[src/aoc_map.svh]
// aoc_map.svh: offsets, field positions, reset values, codes and counts
// of the converter output configuration bank.
// assumes: included by bare name from the package and the modules.
`ifndef AOC_MAP_SVH
`define AOC_MAP_SVH

// register offsets on the serial programming port
`define AOC_ADDR_RST      8'h00
`define AOC_ADDR_SWING    8'h01
`define AOC_ADDR_GAIN     8'h25
`define AOC_ADDR_DRIVE    8'h26
`define AOC_ADDR_CUST_HI  8'h3F
`define AOC_ADDR_CUST_LO  8'h40

// field positions
`define AOC_RST_BIT       1
`define AOC_RDO_BIT       0
`define AOC_SWING_LSB     2
`define AOC_GAIN_LSB      4
`define AOC_PAT_LSB       0
`define AOC_CLKDRV_BIT    1
`define AOC_DATDRV_BIT    0
`define AOC_CUST_LO_LSB   5

// reset values
`define AOC_RST_SWING     6'h00
`define AOC_RST_GAIN      4'h0
`define AOC_RST_PAT       3'h0
`define AOC_RST_DRIVE     2'h0
`define AOC_RST_CUST_HI   8'h00
`define AOC_RST_CUST_LO   3'h0

// swing codes
`define AOC_SW_DEFAULT    6'h00
`define AOC_SW_410        6'h1B
`define AOC_SW_465        6'h32
`define AOC_SW_570        6'h14
`define AOC_SW_125        6'h0F

// gain codes: first and last stepped code, and offset to half-dB steps
`define AOC_GAIN_FIRST    4'h6
`define AOC_GAIN_LAST     4'hC
`define AOC_GAIN_OFS      4'h5

// test pattern codes
`define AOC_PAT_NORMAL    3'h0
`define AOC_PAT_ZEROS     3'h1
`define AOC_PAT_ONES      3'h2
`define AOC_PAT_TOGGLE    3'h3
`define AOC_PAT_RAMP      3'h4
`define AOC_PAT_CUSTOM    3'h5

// toggle words, full and narrow variant
`define AOC_TOG_A         11'h2AA
`define AOC_TOG_B         11'h555
`define AOC_TOG9_A        9'h0AA
`define AOC_TOG9_B        9'h155

// ramp advances when the divider reaches this count (last of eight phases)
`define AOC_RAMP_LAST     3'h7

// serial frame: bit index of last address bit and of last data bit
`define AOC_FRM_ADDR_END  4'h7
`define AOC_FRM_LAST      4'hF

`endif

[src/aoc_pkg.sv]
// aoc_pkg.sv: types shared by the output configuration bank.
// assumes: aoc_map.svh sits on the include path.
`default_nettype none
package aoc_pkg;
  `include "aoc_map.svh"

  // decoded output swing level
  typedef enum logic [2:0] {
    AOC_SWING_350,
    AOC_SWING_410,
    AOC_SWING_465,
    AOC_SWING_570,
    AOC_SWING_125
  } aoc_swing_t;

  typedef logic [10:0] aoc_word_t;   // output data word
endpackage : aoc_pkg
`default_nettype wire

[src/aoc_output_cfg.sv]
// aoc_output_cfg.sv: output configuration bank of the converter with
// its serial programming port, readback, swing, gain, drive strength
// and check pattern data path.
// assumes: serial pins come from outside the clock domain; samples,
// overrange and straps come from logic on i_clk.
`default_nettype none
`include "aoc_map.svh"

// Notes on behaviour
// [RULE1] soft reset restores defaults, then self-clears
// [RULE2] readback off: shared pin shows overrange
// [RULE3] readback on: shared pin shifts register data
// [RULE4] swing codes decode to five levels
// [RULE5] swing applies only with enable bits set
// [RULE6] gain field bits 7:4, reset 0dB
// [RULE7] gain codes 6..12 give half-dB steps
// [RULE8] pattern 000 passes converted samples
// [RULE9] pattern 001 all zeros, 010 all ones
// [RULE10] pattern 011 alternates 11-bit toggle words
// [RULE11] narrow variant alternates 9-bit toggle words
// [RULE12] pattern 100 ramps every eighth cycle
// [RULE13] pattern 101 outputs custom register word
// [RULE14] host writes zero to reserved bits
// [RULE15] custom word high from 3Fh, low 40h
// [RULE16] drive bits select doubled clock/data strength
// [RULE17] host avoids unused pattern codes 110, 111
// [RULE18] ramp wraps to zero at same rate
module aoc_output_cfg
  import aoc_pkg::*;
(
  input  wire logic       i_clk,           // 50 MHz clock
  input  wire logic       i_rst_n,         // sync reset, low active
  input  wire logic       i_sen_n,         // serial enable, low active
  input  wire logic       i_sclk,          // serial clock pin
  input  wire logic       i_sdata,         // serial data in
  input  wire logic       i_overrange,     // overrange indication
  input  wire logic [1:0] i_swing_en,      // swing-control enables
  input  wire logic       i_narrow,        // 9-bit variant strap
  input  wire aoc_word_t  i_sample,        // converted sample
  input  wire logic       i_sample_valid,  // sample valid
  output logic            o_sample_ready,  // room for a sample
  output aoc_word_t       o_data,          // output data word
  output logic            o_data_valid,    // output word valid
  input  wire logic       i_data_ready,    // receiver takes word
  output logic            o_overrange_or_serial_out_pin,     // overrange_or_serial_out_pin
  output aoc_swing_t      o_swing,         // effective swing level
  output logic [3:0]      o_gain_half_db,  // gain in 0.5 dB steps
  output logic            o_clk_drive_2x,  // clock_output_drive_strength
  output logic            o_data_drive_2x  // data output doubled drive
);

  ////////////////////////////////////////////////////////////////////
  // pin synchronisers: three stages, a change counts when 2 and 3 agree

  logic [2:0] pins;                        // {sen_n, sclk, sdata}
  logic [2:0] s1_q, s2_q, s3_q;            // stage flops
  logic [2:0] filt_q, filt_d;              // accepted pin levels
  logic [2:0] prev_q;                      // accepted levels, last cycle

  assign pins = {i_sen_n, i_sclk, i_sdata};

  genvar g;
  generate
    for (g = 0; g < 3; g++) begin : g_sync
      // accept a new level only once two late stages agree
      always_comb begin
        filt_d[g] = (s2_q[g] == s3_q[g]) ? s3_q[g] : filt_q[g];
      end
    end
  endgenerate

  // register synchroniser stages; idle pins read enable high
  always_ff @(posedge i_clk) begin
    if (!i_rst_n) begin
      s1_q   <= 3'h4;
      s2_q   <= 3'h4;
      s3_q   <= 3'h4;
      filt_q <= 3'h4;
      prev_q <= 3'h4;
    end else begin
      s1_q   <= pins;
      s2_q   <= s1_q;
      s3_q   <= s2_q;
      filt_q <= filt_d;
      prev_q <= filt_q;
    end
  end

  logic sen_act;                           // frame in progress
  logic sclk_rise;                         // accepted rising edge
  assign sen_act   = ~filt_q[2];
  assign sclk_rise = filt_q[1] & ~prev_q[1];

  ////////////////////////////////////////////////////////////////////
  // serial frame: 8 address bits then 8 data bits, msb first

  logic [3:0]  cnt_q, cnt_d;               // bit index in frame
  logic [14:0] sh_q, sh_d;                 // bits received so far
  logic [7:0]  rd_q, rd_d;                 // readback shifter
  logic [15:0] word;                       // frame incl. current bit
  logic        wr_en;                      // frame complete
  logic [7:0]  rd_val;                     // readback value by address

  assign word  = {sh_q, filt_q[0]};
  assign wr_en = sen_act & sclk_rise & (cnt_q == `AOC_FRM_LAST);

  // next frame state
  always_comb begin
    cnt_d = cnt_q;
    sh_d  = sh_q;
    rd_d  = rd_q;
    if (!sen_act) begin
      cnt_d = '0;
      rd_d  = '0;
    end else if (sclk_rise) begin
      cnt_d = cnt_q + 4'h1;
      sh_d  = word[14:0];
      if (cnt_q == `AOC_FRM_ADDR_END) begin
        rd_d = rd_val;                     // load at last address bit
      end else if (cnt_q > `AOC_FRM_ADDR_END) begin
        rd_d = {rd_q[6:0], 1'b0};          // next bit after each edge
      end
    end
  end

  // register frame state
  always_ff @(posedge i_clk) begin
    if (!i_rst_n) begin
      cnt_q <= '0;
      sh_q  <= '0;
      rd_q  <= '0;
    end else begin
      cnt_q <= cnt_d;
      sh_q  <= sh_d;
      rd_q  <= rd_d;
    end
  end

  ////////////////////////////////////////////////////////////////////
  // register file

  logic [5:0] swing_q, swing_d;            // output_swing_control field
  logic [3:0] gain_q, gain_d;              // gain field
  logic [2:0] pat_q, pat_d;                // capture_check_pattern field
  logic [1:0] drive_q, drive_d;            // output_drive_strength bits
  logic [7:0] chi_q, chi_d;                // custom word bits 10:3
  logic [2:0] clo_q, clo_d;                // custom word bits 2:0
  logic       rdo_q, rdo_d;                // serial readback enable
  logic       srst_q, srst_d;              // soft reset pending
  logic [7:0] waddr, wdata;                // write address and data

  assign waddr = word[15:8];
  assign wdata = word[7:0];

  // next register values; reserved bits are not stored
  always_comb begin
    swing_d = swing_q;
    gain_d  = gain_q;
    pat_d   = pat_q;
    drive_d = drive_q;
    chi_d   = chi_q;
    clo_d   = clo_q;
    rdo_d   = rdo_q;
    srst_d  = 1'b0;                                        // RULE1
    if (srst_q) begin
      swing_d = `AOC_RST_SWING;                            // RULE1
      gain_d  = `AOC_RST_GAIN;                             // RULE6
      pat_d   = `AOC_RST_PAT;
      drive_d = `AOC_RST_DRIVE;
      chi_d   = `AOC_RST_CUST_HI;
      clo_d   = `AOC_RST_CUST_LO;
      rdo_d   = 1'b0;
    end else if (wr_en) begin
      case (waddr)
        `AOC_ADDR_RST: begin
          srst_d = wdata[`AOC_RST_BIT];                    // RULE1
          rdo_d  = wdata[`AOC_RDO_BIT];
        end
        `AOC_ADDR_SWING:   swing_d = wdata[`AOC_SWING_LSB +: 6];
        `AOC_ADDR_GAIN: begin
          gain_d = wdata[`AOC_GAIN_LSB +: 4];              // RULE6
          pat_d  = wdata[`AOC_PAT_LSB +: 3];
        end
        `AOC_ADDR_DRIVE:   drive_d = wdata[1:0];           // RULE16
        `AOC_ADDR_CUST_HI: chi_d = wdata;                  // RULE15
        `AOC_ADDR_CUST_LO: clo_d = wdata[`AOC_CUST_LO_LSB +: 3]; // RULE15
        default: ;
      endcase
    end
  end

  // register file flops
  always_ff @(posedge i_clk) begin
    if (!i_rst_n) begin
      swing_q <= `AOC_RST_SWING;
      gain_q  <= `AOC_RST_GAIN;
      pat_q   <= `AOC_RST_PAT;
      drive_q <= `AOC_RST_DRIVE;
      chi_q   <= `AOC_RST_CUST_HI;
      clo_q   <= `AOC_RST_CUST_LO;
      rdo_q   <= 1'b0;
      srst_q  <= 1'b0;
    end else begin
      swing_q <= swing_d;
      gain_q  <= gain_d;
      pat_q   <= pat_d;
      drive_q <= drive_d;
      chi_q   <= chi_d;
      clo_q   <= clo_d;
      rdo_q   <= rdo_d;
      srst_q  <= srst_d;
    end
  end

  // readback value; reserved bits and reset bit read as zero
  always_comb begin
    case (word[7:0])
      `AOC_ADDR_RST:     rd_val = {7'h00, rdo_q};
      `AOC_ADDR_SWING:   rd_val = {swing_q, 2'h0};
      `AOC_ADDR_GAIN:    rd_val = {gain_q, 1'b0, pat_q};
      `AOC_ADDR_DRIVE:   rd_val = {6'h00, drive_q};
      `AOC_ADDR_CUST_HI: rd_val = chi_q;
      `AOC_ADDR_CUST_LO: rd_val = {clo_q, 5'h00};
      default:           rd_val = 8'h00;
    endcase
  end

  ////////////////////////////////////////////////////////////////////
  // shared pin, swing, gain and drive outputs

  logic ovr_q, ovr_d;                      // shared pin flop

  // pin shows overrange or the readback bit
  always_comb begin
    ovr_d = rdo_q ? rd_q[7] : i_overrange;                 // RULE2 RULE3
  end

  always_ff @(posedge i_clk) begin
    if (!i_rst_n) begin
      ovr_q <= 1'b0;
    end else begin
      ovr_q <= ovr_d;
    end
  end

  assign o_overrange_or_serial_out_pin = ovr_q;

  // swing decode, held at default until both enables are set
  always_comb begin
    o_swing = AOC_SWING_350;
    if (&i_swing_en) begin                                 // RULE5
      case (swing_q)
        `AOC_SW_410: o_swing = AOC_SWING_410;              // RULE4
        `AOC_SW_465: o_swing = AOC_SWING_465;
        `AOC_SW_570: o_swing = AOC_SWING_570;
        `AOC_SW_125: o_swing = AOC_SWING_125;
        default:     o_swing = AOC_SWING_350;
      endcase
    end
  end

  // gain decode; codes outside the stepped range give 0 dB
  always_comb begin
    o_gain_half_db = 4'h0;                                 // RULE6
    if (gain_q >= `AOC_GAIN_FIRST && gain_q <= `AOC_GAIN_LAST) begin
      o_gain_half_db = gain_q - `AOC_GAIN_OFS;             // RULE7
    end
  end

  assign o_clk_drive_2x  = drive_q[`AOC_CLKDRV_BIT];      // RULE16
  assign o_data_drive_2x = drive_q[`AOC_DATDRV_BIT];      // RULE16

  ////////////////////////////////////////////////////////////////////
  // data path: pattern select, then two-entry buffer

  aoc_word_t custom;                       // assembled custom word
  aoc_word_t pat_word;                     // word toward buffer
  assign custom = {chi_q, clo_q};                          // RULE15

  aoc_pattern_gen u_pat (
    .i_clk    (i_clk),
    .i_rst_n  (i_rst_n),
    .i_pat    (pat_q),
    .i_narrow (i_narrow),
    .i_custom (custom),
    .i_sample (i_sample),
    .i_take   (i_sample_valid & o_sample_ready),
    .o_word   (pat_word)
  );

  aoc_skid2 #(.W(11)) u_buf (
    .i_clk   (i_clk),
    .i_rst_n (i_rst_n),
    .i_data  (pat_word),
    .i_valid (i_sample_valid),
    .o_ready (o_sample_ready),
    .o_data  (o_data),
    .o_valid (o_data_valid),
    .i_ready (i_data_ready)
  );
endmodule : aoc_output_cfg
`default_nettype wire

[src/aoc_pattern_gen.sv]
// aoc_pattern_gen.sv: chooses between sample data and check patterns.
// assumes: i_take pulses once per sample accepted downstream.
`default_nettype none
`include "aoc_map.svh"
module aoc_pattern_gen
  import aoc_pkg::*;
(
  input  wire logic       i_clk,     // clock
  input  wire logic       i_rst_n,   // sync reset, low active
  input  wire logic [2:0] i_pat,     // capture_check_pattern code
  input  wire logic       i_narrow,  // 9-bit variant
  input  wire aoc_word_t  i_custom,  // user word
  input  wire aoc_word_t  i_sample,  // converted sample
  input  wire logic       i_take,    // sample accepted
  output aoc_word_t       o_word     // word toward the buffer
);
  logic       tog_q, tog_d;          // toggle phase
  logic [2:0] div_q, div_d;          // eighth-cycle divider
  aoc_word_t  ramp_q, ramp_d;        // ramp value
  logic       is_ramp;               // ramp selected

  assign is_ramp = (i_pat == `AOC_PAT_RAMP);

  // next pattern state
  always_comb begin
    tog_d  = tog_q;
    div_d  = '0;
    ramp_d = '0;
    if (i_pat != `AOC_PAT_TOGGLE) begin
      tog_d = 1'b0;
    end else if (i_take) begin
      tog_d = ~tog_q;                                      // RULE10 RULE11
    end
    if (is_ramp) begin
      div_d  = div_q + 3'h1;
      ramp_d = ramp_q;
      if (div_q == `AOC_RAMP_LAST) begin
        ramp_d = ramp_q + 11'h001;                         // RULE12 RULE18
      end
    end
  end

  // output word selection
  always_comb begin
    case (i_pat)
      `AOC_PAT_NORMAL: o_word = i_sample;                  // RULE8
      `AOC_PAT_ZEROS:  o_word = '0;                        // RULE9
      `AOC_PAT_ONES:   o_word = '1;                        // RULE9
      `AOC_PAT_TOGGLE: begin
        if (i_narrow) begin
          o_word = {2'h0, tog_q ? `AOC_TOG9_B : `AOC_TOG9_A}; // RULE11
        end else begin
          o_word = tog_q ? `AOC_TOG_B : `AOC_TOG_A;        // RULE10
        end
      end
      `AOC_PAT_RAMP:   o_word = ramp_q;                    // RULE12
      `AOC_PAT_CUSTOM: o_word = i_custom;                  // RULE13
      default:         o_word = '0;
    endcase
  end

  // register pattern state
  always_ff @(posedge i_clk) begin
    if (!i_rst_n) begin
      tog_q  <= 1'b0;
      div_q  <= '0;
      ramp_q <= '0;
    end else begin
      tog_q  <= tog_d;
      div_q  <= div_d;
      ramp_q <= ramp_d;
    end
  end
endmodule : aoc_pattern_gen
`default_nettype wire

[src/aoc_skid2.sv]
// aoc_skid2.sv: two-entry buffer with valid/ready on both sides.
// assumes: one clock, synchronous active-low reset.
`default_nettype none
module aoc_skid2 #(
  parameter int W = 11                  // data width
) (
  input  wire logic         i_clk,      // clock
  input  wire logic         i_rst_n,    // sync reset, low active
  input  wire logic [W-1:0] i_data,     // word in
  input  wire logic         i_valid,    // word in valid
  output logic              o_ready,    // room for a word
  output logic      [W-1:0] o_data,     // head word
  output logic              o_valid,    // head valid
  input  wire logic         i_ready     // receiver takes head
);
  logic [W-1:0] head_q, head_d;         // entry presented outward
  logic [W-1:0] spare_q, spare_d;       // overflow entry
  logic         hv_q, hv_d;             // head valid
  logic         sv_q, sv_d;             // spare valid
  logic         push, pop;              // handshakes

  assign o_ready = ~sv_q;
  assign o_valid = hv_q;
  assign o_data  = head_q;
  assign push    = i_valid & ~sv_q;
  assign pop     = hv_q & i_ready;

  // next entry contents; the spare only fills while the head stalls
  always_comb begin
    head_d  = head_q;
    spare_d = spare_q;
    hv_d    = hv_q;
    sv_d    = sv_q;
    if (pop) begin
      if (sv_q) begin
        head_d = spare_q;
        sv_d   = 1'b0;
      end else if (push) begin
        head_d = i_data;
      end else begin
        hv_d = 1'b0;
      end
    end else if (push) begin
      if (!hv_q) begin
        head_d = i_data;
        hv_d   = 1'b1;
      end else begin
        spare_d = i_data;
        sv_d    = 1'b1;
      end
    end
  end

  // register entries
  always_ff @(posedge i_clk) begin
    if (!i_rst_n) begin
      head_q  <= '0;
      spare_q <= '0;
      hv_q    <= 1'b0;
      sv_q    <= 1'b0;
    end else begin
      head_q  <= head_d;
      spare_q <= spare_d;
      hv_q    <= hv_d;
      sv_q    <= sv_d;
    end
  end
endmodule : aoc_skid2
`default_nettype wire
[config.mk]
export PLATFORM = sky130hd
export DESIGN_NAME = aoc_output_cfg
export DESIGN_NICKNAME = d
export VERILOG_FILES = /design/src/aoc_pkg.sv /design/src/aoc_output_cfg.sv /design/src/aoc_pattern_gen.sv /design/src/aoc_skid2.sv
export VERILOG_INCLUDE_DIRS = /design/src /design/src/src
export SDC_FILE = /design/constraint.sdc
export NUM_CORES = 1
export LEC_CHECK = 0
export ABC_CLOCK_PERIOD_IN_PS = 5600
export BUFFER_PORTS_ARGS = -buffer_cell sky130_fd_sc_hd__buf_2
export CAP_MARGIN = 20
export CORE_MARGIN = 2
export CORE_UTILIZATION = 64
export DETAILED_ROUTE_END_ITERATION = 12
export GPL_TIMING_DRIVEN = 0
export PLACE_DENSITY_LB_ADDON = 0.08
export SYNTH_ARGS = -nofsm -noshare
export SYNTH_HDL_FRONTEND = slang
export SYNTH_SLANG_ARGS = --single-unit
[constraint.sdc]
create_clock -name i_clk -period 5.6 [get_ports i_clk]
set_input_delay 0.56 -clock i_clk [delete_from_list [all_inputs] [get_ports i_clk]]
set_output_delay 0.56 -clock i_clk [all_outputs]
set_load 0.02 [all_outputs]
# Yosys cells after proc, flatten, opt, wreduce, memory -nomap -nowiden
# Cells that the tools add are included.
# Widths: inputs -> output; s select.
# totals
regBits	109
in_bits	22
output_inout_bits	23
elab_cells	120
# classes
n_addsub	4
n_lt_le_gt_ge	3
n_eq_ne	28
n_mux	20
bitwise	13
reduce_logical	26
# op_table
operator	n
$mux 11	7
$pmux 11 s5	1
$eq 8x6->1 const B	6
$pmux 8 s6	1
$reduce_and 2->1	11
$eq 8x1->1 const B	2
$eq 8x7->1 const B	2
$logic_not 8->1	2
$mux 8	2
$eq 6x5->1 const B	2
$pmux 3 s4	1
$add 11x1->11 const B	1
$eq 3x3->1 const B	3
$mux 9	1
$reduce_and 3->1	3
$not 1->1	8
$reduce_or 2->1	4
$eq 3x2->1 const B	2
$eq 6x4->1 const B	1
$eq 6x6->1 const B	1
$ne 2x2->1 const B	3
$reduce_bool 2->1	3
$and 1x1->1	5
$mux 1	5
other kinds (15)	17

# Longest topological paths before layout
# depth
ltp_word	6
depth_mapped	7
ltp_nobuf	7

# Hierarchy
# A second synthesis with hierarchy kept.
# unflattened
hier_cells	552
area_unflattened_um2	5033.6
# modules_own_cells
mod	n_inst	cells_each	area_per_inst_um2	seq_area_each_um2
aoc_output_cfg	1	341	3091.7	1381.3
aoc_skid2	1	100	980.9	480.5
aoc_pattern_gen	1	111	960.9	300.3

# Least setup slack after synthesis
# OpenSTA, ideal clock, no wires.
# synth_path
path_kind	register -> output
startpoint	register swing_q[2]
endpoint	output o_swing[1]
arrival_ps	1958
required_ps	5040
setup_slack_ps	3082
stages_incl_launch_ff	3
path_buffers	0
cell_sequence	dfxtp_1 or3b_2 a2111oi_0
# synth_via
elab_chain_cells	3
word_cells_on_any_way	6
classes_between	eq/ne (4); mux (2)
# synth_lines
item	line	text
start, declared	aoc_output_cfg.sv:142	logic [5:0] swing_q, swing_d;
start signal, assigned	aoc_output_cfg.sv:195	swing_q <= `AOC_RST_SWING;
start signal, assigned	aoc_output_cfg.sv:204	swing_q <= swing_d;
$eq 6x4->1, or another cell as far along	aoc_output_cfg.sv:252	case (swing_q)
$pmux 3 s4 *	aoc_output_cfg.sv:252	
$mux 3 *	aoc_output_cfg.sv:251	if (&i_swing_en) begin
end, declared	aoc_output_cfg.sv:46	output aoc_swing_t o_swing,
# Mark *: on every way between the ends. The rest lies on a longest branch, timed or not.

# Worst setup path after layout
# Ends and elaborated chain as after synthesis.

==> key figures <==
Outcome
  • Status: finished clean

Logic synthesis
  • Synth Flop Type: dfxtp_1
  • Post-synth top cells: dfxtp_1 (108), nor2_1 (67), nand2_1 (56), a21oi_1 (41), o21ai_0 (39)
  • Synth Warn #: 0
  • Post-synthesis adder-cell area fraction: roughly 1.5%
  • Sequential cell area fraction in the yosys report: 43.7%
  • Main combinational cell family by area after synthesis: simple AND/OR/NAND/NOR gates
  • Syn Area/Cell: 8.85 um^2
  • Ys async rst share: 0%
  • Seq cells post-synth: around 110
  • Synth Instances: ~560
  • Synth Area in Simple Gates: between 20% and 30%
  • Mux share of post-synthesis cell area: a little under 7%
  • Synth area leaders: dfxtp_1 (44%), mux2i_1 (6.9%), nor2_1 (5.1%)
  • Synth area leader: dfxtp_1
  • XOR/XNOR Fraction of Synth Area: 2.12%
  • Compound-Gate Fraction of Synth Area: between 10% and 20%
  • EDFF count, synth: 0
  • Synth top area share: a little over two fifths
  • Unique cell type count in the Yosys netlist: 62
  • Post-Syn Area: 4950 um^2
  • Most common cell in the netlist: dfxtp_1
  • Syn_nets: slightly below 600

Detailed routing
  • Wirelength per Cell: between 15 and 20 um
  • Drt total wl: 11.4 mm
  • DR iter-0 viols: between 200 and 250
  • Detail Route Antenna Nets: 0
  • Remaining DRCs: 0
  • Drt via density: 5.97
  • DR vias: roughly 4300
  • First drt pass iteration count: 6

Timing
  • Min cycle time layout: 2480 ps
  • # setup viols final: 0
  • Final Hold Fails: 0
  • Pins Over Slew Limit: 0
  • TNS Setup: 0 ps
  • Worst-Margin Slew: 588 ps
  • Unrepaired setup endpoints after global routing: false
  • Worst slew margin: 60.8%
  • FMAX: between 400 and 500 MHz
  • Final worst slack: roughly 3100 ps
  • Setup clock skew after layout: 10.7 ps
  • Fin crit share: 44.3%

Critical path
  • CP required: 5040 ps
  • Worst setup SP type: flip-flop
  • Crit path buf inv count: 1
  • CP Max Fanout: 7
  • WS Path Type: reg -> out
  • Crit path cell chain: or3b_2 -> a2111oi_0 -> buf_2
  • Worst EP arrival: roughly 1900 ps
  • CP max-delay cell: or3b_2
  • Crit end category: output port
  • CP delay by family, top: simple AND/OR/NAND/NOR gates
  • Highest cell delay on the worst timing path: roughly 460 ps

Power
  • Pwr/cell area: ~240 nW/um^2
  • Static Leak: approximately 2.1 nW
  • Worst VDD drop: roughly 150 uV

Clocking
  • H-tree levels: 3
  • CTS max path bufs: 2
  • Num Clock Sinks: roughly 110
  • Clk root buf: clkbuf_8
  • TritonCTS clock tree: yes
  • Hold buffer count at CTS: 0
  • Post_cts resized: 0
  • Reg clk slew, reported paths: 100 ps
  • Clk_lat worst skew: roughly 370 ps
  • Setup Fix Bufs, Post-CTS: 0
  • Num CTS Buffers: 9

Cells and area
  • Fillcell total: 600
  • Syn-to-layout area delta: 10.6%
  • Share of post-route cells with drive strength above 1: about 14%
  • Nets: about 640
  • # diodes: 0

Floorplanning
  • Chip Width: slightly above 90 um
  • # IOs: 45
  • Core ar.: approximately 7600 um^2
  • Initial core utilization: 65.1%
  • Std cell rows: 32
  • Die ar.: about 8500 um^2
  • Die Ht: slightly above 90 um

Global routing
  • Initial antenna violation count: 0
  • First-pass GRT wire length: 19.0 mm
  • Vias in the first global route: approximately 4100
  • Largest net degree at the start of global routing: 18
  • All-Layer GR Usage: ~28%
  • Overflow after GRT: 0

Worst hold path
  • Min-delay worst type: in -> reg

Place
  • Pre-CTS setup slack: ~3500 ps
  • PortBufs: 44
  • RD Place Congestion: slightly below 0.9
  • DP HPWL: 8.47 mm

Job
  • Max_cap viols: 0
==> worst register-to-register path, stage by stage (launching register included) <==
cell     delay (ps)
dfxtp_1         400
or4b_4          580
nor4_4          520
nand3_4         240
mux2i_1         200
nor2_1           60
==> cell families after synthesis <==
| family | count (synthesis) |
|---|---|
| mux | 34 |
| fa+ha+maj | 6 |
| xor+xnor | 12 |
| simple gates | 214 |
| compound gates | 146 |
| buf+inv | 39 |
| flops | 108 |
==> where the power goes <==
part / internal, mW / switching (mW)
Combinational: 0.0311 / 0.0468
Clock: 0.178 / 0.261
Sequential: 0.782 / 0.00728
Total: 0.991 / 0.315
==> per-layer routing <==
layer | GRT usage (%) | wire length, um | share of wire [%] | vias to the layer above
met5 | 0 | 0 | 0 | -
met4 | 10.6 | 250 | 2.2 | 0
met3 | 6.57 | 677 | 5.9 | 23
met2 | 49.4 | 5640 | 49 | 132
met1 | 33.9 | 4860 | 43 | 2040
li1 | - | - | - | 2109
==> state kept, by name (all words and copies together), names as in the netlist, 4 cells and up <==
| register | flops |
|---|---|
| cnt_q | 4 |
| swing_q | 6 |
| sh_q | 15 |
| u_pat.ramp_q | 11 |
| rd_q | 8 |
| chi_q | 8 |
| u_buf.spare_q | 11 |
| gain_q | 4 |
| u_buf.o_data | 11 |
==> metrics by stage <==
| stage | util, % | hold slack, ps | power, mW | instances | instance area (um^2) |
|---|---|---|---|---|---|
| after floorplan | - | 386 | 0.854 | 559 | 4950 |
| after global placement | 69.6 | 388 | 0.882 | 705 | 5300 |
| after detailed placement | 69.6 | 398 | 0.884 | 705 | 5300 |
| after CTS | 72.0 | 355 | 1.31 | 721 | 5480 |
| after global routing | 72.0 | 373 | 1.35 | 721 | 5480 |
| final | 72.0 | 363 | 1.31 | 721 | 5480 |
==> cell type report <==
cell class	count	area, um^2	share of cell area, %
clock inverter	4	33.8	0.617
multi-input combinational	412	2590	47.3
inverter	10	37.5	0.685
sequential	108	2160	39.5
buffer	29	160	2.92
timing repair buffer	44	220	4.02
clock buffer	12	145	2.65
tap	102	128	2.33
==> final timing paths <==
path	from	to	slack [ps]	depth (start not counted)
worst min register to register	s1_q[2]	s2_q[2]	420	1
worst min-delay path	i_sen_n	s1_q[2]	360	2
worst max register to register	filt_q[2]	pat_q[1]	3480	5
worst max-delay path	swing_q[2]	o_swing[1]	3120	3
==> cells in the final DEF, fill, tap and decap left out, types with 5 or more instances in the layout <==
cell / count
xor2_1: 7
a221oi_1: 8
buf_2: 46
mux2i_1: 34
a21oi_1: 41
nand3_1: 16
nor2_1: 67
o21ai_0: 39
nor2b_1: 7
inv_1: 10
ha_1: 6
a22o_1: 13
and3_1: 6
nand2b_1: 11
clkbuf_1: 22
clkbuf_8: 14
nand2_1: 56
and2_1: 8
nor3_1: 10
dfxtp_1: 108
xnor2_1: 5
a21boi_0: 18
(Power assumes the default switching activity.)
